===== src/core/ppo_pkg.sv =====
/*
 * Package for the port output-type block: register map, field masks, reset
 * values, drive-type encoding and the pad control carrier.
 * Assumes a 32-bit AXI4-Lite register bus with an 8-bit byte address.
 */

// Behaviour
// each pin picks one of four drive types
// three 8-bit ports and one 2-bit port
// port 1 bit 5 always input-only, unconfigurable
// port 1 bits 2,3: input-only or open-drain only
// quasi: weak high, strong low
// quasi pin stays readable as an input
// open-drain: no pull-up, pull-down on zero
// outside party supplies open-drain pull-up
// input-only: both drivers off
// push-pull: strong high and strong low
// software sets analog pins to input-only
// port 0 bits 1-5 digital input disable
// reset clears port 0 input disable bits
// power-up leaves every pin input-only
// unique two-bit codes, reset code is input-only

package ppo_pkg;

   localparam int NUM_PORTS = 4;
   localparam int PORT_W = 8;
   localparam int AXI_ADDR_W = 8;

   // ******************************************************************
   // register map
   // ******************************************************************
   localparam logic [7:0] OFS_PORT_STRIDE = 8'h10;
   localparam logic [1:0] FLD_LATCH = 2'h0;
   localparam logic [1:0] FLD_CFG_A = 2'h1;
   localparam logic [1:0] FLD_CFG_B = 2'h2;
   localparam logic [1:0] FLD_PIN = 2'h3;
   localparam logic [7:0] OFS_DIN_DISABLE = 8'h40;

   // ******************************************************************
   // field masks and reset values
   // ******************************************************************
   localparam logic [7:0] WIDE_PORT_MASK = 8'hFF;
   localparam logic [7:0] NARROW_PORT_MASK = 8'h03;
   localparam int NARROW_PORT = 3;
   localparam int SHARED_PORT = 1;
   localparam int RESET_PIN_BIT = 5;
   localparam logic [7:0] RESTRICTED_BITS = 8'h0C;
   localparam logic [7:0] DIN_DISABLE_MASK = 8'h3E;
   localparam logic [7:0] LATCH_RST = 8'hFF;
   localparam logic [7:0] CFG_RST = 8'h00;
   localparam logic [7:0] DIN_DISABLE_RST = 8'h00;

   localparam logic [1:0] RESP_OKAY = 2'h0;
   localparam logic [1:0] RESP_SLVERR = 2'h2;

   // code = {cfg_a bit, cfg_b bit}; all-zero reset code is input-only
   typedef enum logic [1:0] {
      drive_input_only,
      drive_quasi,
      drive_push_pull,
      drive_open_drain
   } ppo_drive_e;

   typedef struct packed {
      logic [7:0] drive_val;
      logic [7:0] drive_en;
      logic [7:0] weak_up;
   } ppo_pad_s;

   function automatic logic [7:0] port_mask(input int p);
      return (p == NARROW_PORT) ? NARROW_PORT_MASK : WIDE_PORT_MASK;
   endfunction

endpackage


===== src/core/ppo_port_config.sv =====
/*
 * Per-pin drive-type control for four general-purpose ports, with input
 * synchronisers, port 0 digital input disable and an AXI4-Lite slave.
 * Assumes pads resolve drive_en/drive_val/weak_up into the real pin and
 * return the pin level on pad_in, asynchronous to aclk.
 */
// The implementer's own choices: register access over AXI4-Lite and the address map.
`timescale 1ns/1ps

module ppo_port_config (
   input wire logic aclk,
   input wire logic aresetn,
   input wire logic [7:0] s_axi_awaddr,
   input wire logic s_axi_awvalid,
   output logic s_axi_awready,
   input wire logic [31:0] s_axi_wdata,
   input wire logic [3:0] s_axi_wstrb,
   input wire logic s_axi_wvalid,
   output logic s_axi_wready,
   output logic [1:0] s_axi_bresp,
   output logic s_axi_bvalid,
   input wire logic s_axi_bready,
   input wire logic [7:0] s_axi_araddr,
   input wire logic s_axi_arvalid,
   output logic s_axi_arready,
   output logic [31:0] s_axi_rdata,
   output logic [1:0] s_axi_rresp,
   output logic s_axi_rvalid,
   input wire logic s_axi_rready,
   input wire logic [3:0][7:0] pad_in,
   output ppo_pkg::ppo_pad_s [3:0] pad_ctl,
   output logic [3:0][7:0] pin_level
);

   // ******************************************************************
   // storage
   // ******************************************************************
   logic [3:0][7:0] latch;
   logic [3:0][7:0] cfg_a;
   logic [3:0][7:0] cfg_b;
   logic [7:0] din_disable;
   logic [3:0][7:0] sync1;
   logic [3:0][7:0] sync2;
   logic [3:0][7:0] sync3;
   logic [3:0][7:0] filt;

   wire [3:0][7:0] next_val;
   wire [3:0][7:0] next_en;
   wire [3:0][7:0] next_weak;
   wire [3:0][7:0] is_quasi;
   wire [3:0][7:0] is_pp;
   wire [3:0][7:0] is_od;
   wire [3:0][7:0] is_in;

   logic wr_go;
   logic rd_go;

   // ******************************************************************
   // decoding
   // ******************************************************************
   function automatic logic addr_hit(input logic [7:0] addr);
      return (addr[1:0] == 2'h0) && ((addr[7:6] == 2'h0) || (addr == ppo_pkg::OFS_DIN_DISABLE));
   endfunction

   function automatic logic is_port_reg(input logic [7:0] addr);
      return addr[7:6] == 2'h0;
   endfunction

   // bits that a cfg write may store; the shared reset pin never takes one
   function automatic logic [7:0] cfg_store_mask(input int p);
      logic [7:0] m;
      m = ppo_pkg::port_mask(p);
      if (p == ppo_pkg::SHARED_PORT) begin
         m[ppo_pkg::RESET_PIN_BIT] = 1'b0;
      end
      return m;
   endfunction

   // restricted pins fall back to input-only for codes they may not take
   function automatic ppo_pkg::ppo_drive_e eff_mode(input int p, input int b, input logic a, input logic c);
      ppo_pkg::ppo_drive_e m;
      logic [7:0] pm;
      m = ppo_pkg::ppo_drive_e'({a, c});
      pm = ppo_pkg::port_mask(p);
      if (!pm[b]) begin
         m = ppo_pkg::drive_input_only;
      end else if (p == ppo_pkg::SHARED_PORT && b == ppo_pkg::RESET_PIN_BIT) begin
         m = ppo_pkg::drive_input_only;
      end else if (p == ppo_pkg::SHARED_PORT && ppo_pkg::RESTRICTED_BITS[b] &&
                   (m == ppo_pkg::drive_quasi || m == ppo_pkg::drive_push_pull)) begin
         m = ppo_pkg::drive_input_only;
      end
      return m;
   endfunction

   // {drive_val, drive_en, weak_up} for one pin
   function automatic logic [2:0] pin_drive(input ppo_pkg::ppo_drive_e m, input logic l);
      unique case (m)
         ppo_pkg::drive_input_only: return 3'h0;
         ppo_pkg::drive_quasi: return {1'b0, ~l, l};
         ppo_pkg::drive_push_pull: return {l, 1'b1, 1'b0};
         ppo_pkg::drive_open_drain: return {1'b0, ~l, 1'b0};
      endcase
   endfunction

   // ******************************************************************
   // per-pin drive generation
   // ******************************************************************
   for (genvar p = 0; p < ppo_pkg::NUM_PORTS; p++) begin : g_port
      for (genvar b = 0; b < ppo_pkg::PORT_W; b++) begin : g_bit
         ppo_pkg::ppo_drive_e mode;
         logic [2:0] drv;
         assign mode = eff_mode(p, b, cfg_a[p][b], cfg_b[p][b]);
         assign drv = pin_drive(mode, latch[p][b]);
         assign next_val[p][b] = drv[2];
         assign next_en[p][b] = drv[1];
         assign next_weak[p][b] = drv[0];
         assign is_in[p][b] = mode == ppo_pkg::drive_input_only;
         assign is_quasi[p][b] = mode == ppo_pkg::drive_quasi;
         assign is_pp[p][b] = mode == ppo_pkg::drive_push_pull;
         assign is_od[p][b] = mode == ppo_pkg::drive_open_drain;
      end
   end

   always_ff @(posedge aclk) begin
      for (int p = 0; p < ppo_pkg::NUM_PORTS; p++) begin
         if (!aresetn) begin
            pad_ctl[p] <= '0;
         end else begin
            pad_ctl[p].drive_val <= next_val[p];
            pad_ctl[p].drive_en <= next_en[p];
            pad_ctl[p].weak_up <= next_weak[p];
         end
      end
   end

   // ******************************************************************
   // pin input path
   // ******************************************************************
   // three stages; a level counts only once stages two and three agree
   always_ff @(posedge aclk) begin
      if (!aresetn) begin
         sync1 <= '0;
         sync2 <= '0;
         sync3 <= '0;
         filt <= '0;
      end else begin
         sync1 <= pad_in;
         sync2 <= sync1;
         sync3 <= sync2;
         for (int p = 0; p < ppo_pkg::NUM_PORTS; p++) begin
            for (int b = 0; b < ppo_pkg::PORT_W; b++) begin
               if (sync2[p][b] == sync3[p][b]) begin
                  filt[p][b] <= sync3[p][b];
               end
            end
         end
      end
   end

   // input is read whatever the drive type, so quasi pins double as inputs
   always_ff @(posedge aclk) begin
      if (!aresetn) begin
         pin_level <= '0;
      end else begin
         for (int p = 0; p < ppo_pkg::NUM_PORTS; p++) begin
            pin_level[p] <= filt[p] & ppo_pkg::port_mask(p);
         end
         pin_level[0] <= filt[0] & ~din_disable;
      end
   end

   // ******************************************************************
   // register writes
   // ******************************************************************
   // address and data are taken together, so no skid storage is needed
   assign wr_go = s_axi_awvalid && s_axi_wvalid && !s_axi_bvalid;
   assign s_axi_awready = wr_go;
   assign s_axi_wready = wr_go;

   always_ff @(posedge aclk) begin
      if (!aresetn) begin
         // absent port 3 bits reset to zero, so they read back as zero
         for (int p = 0; p < ppo_pkg::NUM_PORTS; p++) begin
            latch[p] <= ppo_pkg::LATCH_RST & ppo_pkg::port_mask(p);
         end
         cfg_a <= {4{ppo_pkg::CFG_RST}};
         cfg_b <= {4{ppo_pkg::CFG_RST}};
      end else if (wr_go && s_axi_wstrb[0] && is_port_reg(s_axi_awaddr) && addr_hit(s_axi_awaddr)) begin
         for (int p = 0; p < ppo_pkg::NUM_PORTS; p++) begin
            if (s_axi_awaddr[5:4] == 2'(p)) begin
               unique case (s_axi_awaddr[3:2])
                  ppo_pkg::FLD_LATCH: latch[p] <= s_axi_wdata[7:0] & ppo_pkg::port_mask(p);
                  ppo_pkg::FLD_CFG_A: cfg_a[p] <= s_axi_wdata[7:0] & cfg_store_mask(p);
                  ppo_pkg::FLD_CFG_B: cfg_b[p] <= s_axi_wdata[7:0] & cfg_store_mask(p);
                  ppo_pkg::FLD_PIN: ;
               endcase
            end
         end
      end
   end

   always_ff @(posedge aclk) begin
      if (!aresetn) begin
         din_disable <= ppo_pkg::DIN_DISABLE_RST;
      end else if (wr_go && s_axi_wstrb[0] && s_axi_awaddr == ppo_pkg::OFS_DIN_DISABLE) begin
         din_disable <= s_axi_wdata[7:0] & ppo_pkg::DIN_DISABLE_MASK;
      end
   end

   always_ff @(posedge aclk) begin
      if (!aresetn) begin
         s_axi_bvalid <= 1'b0;
         s_axi_bresp <= ppo_pkg::RESP_OKAY;
      end else if (wr_go) begin
         s_axi_bvalid <= 1'b1;
         s_axi_bresp <= addr_hit(s_axi_awaddr) ? ppo_pkg::RESP_OKAY : ppo_pkg::RESP_SLVERR;
      end else if (s_axi_bready) begin
         s_axi_bvalid <= 1'b0;
      end
   end

   // ******************************************************************
   // register reads
   // ******************************************************************
   assign s_axi_arready = !s_axi_rvalid;
   assign rd_go = s_axi_arvalid && s_axi_arready;

   always_ff @(posedge aclk) begin
      if (!aresetn) begin
         s_axi_rvalid <= 1'b0;
         s_axi_rdata <= '0;
         s_axi_rresp <= ppo_pkg::RESP_OKAY;
      end else if (rd_go) begin
         s_axi_rvalid <= 1'b1;
         s_axi_rdata <= '0;
         s_axi_rresp <= addr_hit(s_axi_araddr) ? ppo_pkg::RESP_OKAY : ppo_pkg::RESP_SLVERR;
         if (s_axi_araddr == ppo_pkg::OFS_DIN_DISABLE) begin
            s_axi_rdata[7:0] <= din_disable;
         end else if (addr_hit(s_axi_araddr)) begin
            unique case (s_axi_araddr[3:2])
               ppo_pkg::FLD_LATCH: s_axi_rdata[7:0] <= latch[s_axi_araddr[5:4]];
               ppo_pkg::FLD_CFG_A: s_axi_rdata[7:0] <= cfg_a[s_axi_araddr[5:4]];
               ppo_pkg::FLD_CFG_B: s_axi_rdata[7:0] <= cfg_b[s_axi_araddr[5:4]];
               ppo_pkg::FLD_PIN: s_axi_rdata[7:0] <= pin_level[s_axi_araddr[5:4]];
            endcase
         end
      end else if (s_axi_rready) begin
         s_axi_rvalid <= 1'b0;
      end
   end

   // every pin, not only the sampled ones above
   for (genvar p = 0; p < ppo_pkg::NUM_PORTS; p++) begin : g_chk_port
      for (genvar b = 0; b < ppo_pkg::PORT_W; b++) begin : g_chk_bit

      end
   end
endmodule


===== config.mk =====
export PLATFORM = sky130hd
export DESIGN_NAME = ppo_port_config
export DESIGN_NICKNAME = d
export VERILOG_FILES = /design/src/core/ppo_pkg.sv /design/src/core/ppo_port_config.sv
export SDC_FILE = /design/constraint.sdc
export NUM_CORES = 1
export LEC_CHECK = 0
export BUFFER_PORTS_ARGS = -buffer_cell sky130_fd_sc_hd__buf_4
export CAP_MARGIN = 20
export CORE_ASPECT_RATIO = 0.75
export CORE_UTILIZATION = 56
export CTS_BUF_LIST = sky130_fd_sc_hd__clkbuf_2
export DETAILED_ROUTE_END_ITERATION = 10
export GPL_ROUTABILITY_DRIVEN = 0
export PLACE_DENSITY = 0.93
export SYNTH_ARGS = -nofsm -noshare
export SYNTH_HDL_FRONTEND = slang
export SYNTH_SLANG_ARGS = --single-unit

===== constraint.sdc =====
create_clock -name aclk -period 2.33 [get_ports aclk]
set_clock_uncertainty 0.1 [all_clocks]
set_input_delay 0.1165 -clock aclk [delete_from_list [all_inputs] [get_ports aclk]]
set_output_delay 0.1165 -clock aclk [all_outputs]
set_load 0.05 [all_outputs]

* Word-level counts from Yosys, hierarchy flattened
Index checks and enable logic that the tools add are counted.
Widths: inputs -> output; s select.
** Word-level totals
- Memories :: 0
- Register bits :: 329
- Bits in read-only memories :: 0
- Latch bits :: 0
- Logic and storage cells :: 337
- Bits in writable memories :: 0
** Cells by class
- Magnitude comparators :: 1
- Add/sub/neg operators :: 0
- Bitwise operators :: 29
- Shift operators :: 0
- Reductions and logical operators :: 61
- Div/mod/pow operators :: 0
- Mux-type cells :: 52
- Equality and inequality tests :: 115
- Multiply operators :: 0
** Operators by type and width (number)
- $pmux 3 s4 :: 25
- $eq 2x2->1 const B :: 57
- $bmux 8 s2 :: 4
- $logic_not 2->1 :: 32
- $eq 2x1->1 const B :: 30
- $mux 8 :: 6
- $reduce_and 3->1 :: 12
- $pmux 8 s4 :: 1
- $eq 1x1->1 :: 26
- $not 1->1 :: 25
- $and 8x8->8 :: 3
- $eq 8x7->1 const B :: 2
- $mux 1 :: 12
- $logic_and 1x1->1 :: 9
- $mux 2 :: 4
- $not 6->8 :: 1
- $logic_or 1x1->1 :: 4
- $reduce_bool 2->1 :: 2
- $lt 2x3->1 const B :: 1
- $logic_not 1->1 :: 2

* Longest topological paths before layout
- Word-level depth :: 8
- Mapped depth :: 7

* Worst setup path before layout
OpenSTA, ideal clock, no wires.
- Path type :: register to register
- From :: reg s_axi_rvalid
- To :: reg s_axi_rdata[7]
- Buffers on the path :: 1
- Setup slack :: 0.345 ns
- Library setup time :: 0.117 ns
- Data required time :: 2.113 ns
- Period minus slack after synthesis :: 1.985 ns
- Data arrival time :: 1.768 ns
- Stages on the path, launching flop included :: 6
- Cell sequence :: dfxtp_1 inv_1 nand2_1 clkbuf_1 o21ai_1 a32o_1
** On the way
- Word-level cells in the longest chain between the ends :: 2
** Ends and longest elaborated chain
- start: declaration :: line ppo_port_config.sv:28 : output logic s_axi_rvalid,
- start signal: assignment :: line ppo_port_config.sv:231 : s_axi_rvalid <= 1'b0;
- start signal: assignment :: line ppo_port_config.sv:235 : s_axi_rvalid <= 1'b1;
- start signal: assignment :: line ppo_port_config.sv:249 : s_axi_rvalid <= 1'b0;
- $logic_not 1->1 :: line ppo_port_config.sv:226 : assign s_axi_arready = !s_axi_rvalid;
- via s_axi_arready :: line ppo_port_config.sv:25 : output logic s_axi_arready,
- $logic_and 1x1->1 :: line ppo_port_config.sv:227 : assign rd_go = s_axi_arvalid && s_axi_arready;
- end signal: assignment :: line ppo_port_config.sv:239 : s_axi_rdata[7:0] <= din_disable;
- end signal: assignment :: line ppo_port_config.sv:242 : ppo_pkg::FLD_LATCH: s_axi_rdata[7:0] <= latch[s_axi_araddr[5:4]];
- end signal: assignment :: line ppo_port_config.sv:243 : ppo_pkg::FLD_CFG_A: s_axi_rdata[7:0] <= cfg_a[s_axi_araddr[5:4]];
- end: declaration :: line ppo_port_config.sv:26 : output logic [31:0] s_axi_rdata,
The timed path passes the listed nets, and every way through them passes these cells.
A chain may end at the register's enable or synchronous reset.

* Worst setup path after layout
- From :: in s_axi_araddr[2]
- To :: reg s_axi_rdata[3]
** On the way
- Word-level cells in the longest chain between the ends :: 5
** Ends and longest elaborated chain
- start: declaration :: line ppo_port_config.sv:23 : input wire logic [7:0] s_axi_araddr,
- $eq 8x7->1 :: line ppo_port_config.sv:62, ppo_port_config.sv:238
- $logic_or 1x1->1 :: line ppo_port_config.sv:62 : return (addr[1:0] == 2'h0) && ((addr[7:6] == 2'h0) || (addr == ppo_pkg::OFS_DIN_DISABLE));
- $logic_and 1x1->1 :: line ppo_port_config.sv:62
- $mux 8 :: line ppo_port_config.sv:240 : end else if (addr_hit(s_axi_araddr)) begin
- $mux 8 (*) :: line ppo_port_config.sv:238 : if (s_axi_araddr == ppo_pkg::OFS_DIN_DISABLE) begin
Mark *: on every way between the ends. The rest lies on a longest branch, timed or not.

==> metrics.txt <==
Via density=approximately 5.7; setup TNS=-0.003629 ns; CP top delay family=buffers and inverters; CTS buffer count=between 60 and 70; Setup violations, final=1; Yosys reg bits=298; Mapped Area=between 10000 and 15000 sq um; crit path max fanout=24; TritonRoute pass-1 iters=11; failing checks=design-rule violations, negative setup slack; DR iter-0 viols=between 1500 and 2000; Final Util=0.7476; share of cells above drive strength 1=0.2203; Startpoint Class=input port; max-cap violations=0; Avg Cell Area, Syn=slightly below 10 sq um; yosys warns=0; Buf/Inv on CP=4; clock slew at reported path FFs=between 0.1 and 0.15 ns; initial antenna violation count=0; Hold Crit Start=s_axi_wdata[5]; status=finished with violations; DP Cell Count=1526; pwr/cell area=675.9 nW/um^2; Root Buffer=clkbuf_2; largest net degree at the start of global routing=75; worst relative slew slack=0.5139; Main synth FF type=dfxtp_1; fmax=roughly 0.43 GHz; worst IR drop on VDD=between 400 and 500 uV; routed len/inst=a little under 20 microns; post-CTS setup repair buffer count=0; CP Cell Sequence=dlygate4sd3_1, buf_4, or2_2, a21oi_1, o21ai_0, dlygate4sd3_1, o2111ai_1, o22ai_1, dlygate4sd3_1; Tightest Pin Transition=about 0.73 ns; DP HPWL=approximately 19000 microns; nets=about 1600; H-tree levels=3; row count=44; Final ANT Viol Nets=0; Die W=165.9 microns; reg2reg path depth=6; Clock Tree Buf Depth=3; RSZ-0062 raised after global routing=false; Port Buffers=about 170; Crit path largest cell delay=approximately 0.59 ns; Core Footprint=just under 20000 sq um; placed cell area=approximately 13000 sq um; commonest non-fill, non-tap cell in the layout=dfxtp_1; Inserted Diodes=0; reg-to-reg startpoint=latch[19]; WS Path Type=input port to flip-flop; via count=approximately 10000; GRT Util Overall=0.3278; synth unique cells=between 50 and 60; Max Slew Vio Count=0; Worst setup EP type=flip-flop; Power Total=approximately 9900 uW; Fin. Hold Viols=0; Post-synth ARST share=0; Critical Path RT=3.00 ns; Post-synth EDFFs=0; Tcrit/Tclk final=1.002; leakage power=between 0.006 and 0.007 uW; Die Ht=approximately 120 microns; full die area=20730 sq um; Setup WS post-layout=-0.003629 ns; commonest non-fill, non-tap cells in the layout=dfxtp_1 (297), buf_4 (184), nand2_1 (144); I/O pin cnt=260; TritonCTS clock tree=built; # clock sinks=about 300; post-route cell area=~15000 sq um; Initial Util=0.5774; Final Critical Period=~2.3 ns; register area share after synthesis=0.5287; worst reg2reg endpoint=s_axi_rdata[3]; non-filler cells in the finished layout=approximately 1800; GRT overflow=0; Worst Hold Class=input port to flip-flop; P&R area growth vs syn=29.47%; Mapped Cells=1148; Crit path top cell by count=dlygate4sd3_1; Crit-path slowest cell=dlygate4sd3_1; DR DRC count=16; R2R setup slack=approximately 0.07 ns; Total Wirelength=34540 microns; first-pass GRT wire length=around 53000 microns; Critical Path AT=approximately 3.0 ns; hold path depth=4; Clock Latency Late Sink=0.92 ns; vias in the first global route=approximately 9900; WHS Endpoint=latch[13]
-- final cells by class --
type,instances,area [sq um]
Clock buffer,108,540.5
Clock inverter,15,136.4
Fill cell,1211,4933
Inverter,6,22.52
Multi-Input combinational cell,778,4781
Sequential cell,298,5967
Tap cell,253,316.6
Timing Repair Buffer,325,2846
-- synth_stat cells (all sizes together) (10+ instances only) --
| cell | number | share of area |
|---|---|---|
| o211a | 10 | 0.0089 |
| and2 | 100 | 0.055 |
| clkbuf | 35 | 0.012 |
| o21ai | 43 | 0.019 |
| buf | 87 | 0.054 |
| dfxtp | 298 | 0.53 |
| nor3b | 32 | 0.022 |
| nand2b | 32 | 0.018 |
| mux2i | 40 | 0.035 |
| nor2 | 29 | 0.011 |
| a21oi | 15 | 0.0067 |
| a21boi | 79 | 0.053 |
| nand2 | 153 | 0.056 |
| nand3 | 90 | 0.040 |
| nor2b | 30 | 0.017 |
-- registers in the layout (all words and copies together), names as in the netlist --
signal        count
cfg_a            25
cfg_b            25
din_disable       5
filt             26
latch            26
pad_ctl          75
pin_level        26
s_axi_bresp       1
s_axi_bvalid      1
s_axi_rdata       8
s_axi_rresp       1
s_axi_rvalid      1
sync1            26
sync2            26
sync3            26
-- per-layer routing --
metal / vias up / part of all wire / track usage
li1: 4474 / - / -
met1: 4653 / 0.37 / 0.3844
met2: 749 / 0.46 / 0.5172
met3: 222 / 0.12 / 0.1216
met4: 0 / 0.057 / 0.1930
met5: - / 0 / 0
-- worst max path at each step --
stage	start	slack [ns]	cells past startpoint	endpoint
after floorplan	s_axi_rvalid	0.34	5	s_axi_rdata[7]
after global placement	s_axi_bvalid	0.41	6	cfg_b[22]
after detailed placement	s_axi_bvalid	0.35	6	cfg_b[20]
after CTS	s_axi_araddr[2]	0.02	9	s_axi_rresp[1]
after global routing	s_axi_araddr[3]	0.004	9	s_axi_rdata[3]
final	s_axi_araddr[2]	-0.004	9	s_axi_rdata[3]
-- repair_timing --
action / 4_1_cts / 5_1_grt
hold buffers: 132 / 2
gates resized for setup: 0 / 9
hold endpoints to repair: 294 / 4
endpoints found under the setup margin: 0 / 6
-- power breakdown --
part | internal [uW] | switching (uW)
logic | 353 | 590
clock network | 1540 | 2180
registers | 5170 | 38.5
total | 7060 | 2810
-- cell families after synthesis --
| group | count (synthesis) | share of synthesized area |
|---|---|---|
| other cells | 1 | 0.0003323 |
| buf+inv | 128 | 0.06797 |
| simple gates | 489 | 0.2384 |
| compound gates | 182 | 0.1132 |
| mux | 50 | 0.05145 |
| flops | 298 | 0.5287 |
-- through the flow --
stage,worst slack [ns],hold slack [ns]
final,-0.003629,0.02792
after global routing,0.004026,0.01755
after CTS,0.02271,0.01132
after detailed placement,0.3535,0.2280
after global placement,0.4137,0.2255
after floorplan,0.3450,0.1438
-- worst min-delay path, stage by stage --
cell and delay (ns):
dlygate4sd3_1 0.53, buf_4 0.18, nand3_1 0.08, nand3_1 0.07
Power figures use the tool's default switching activity.
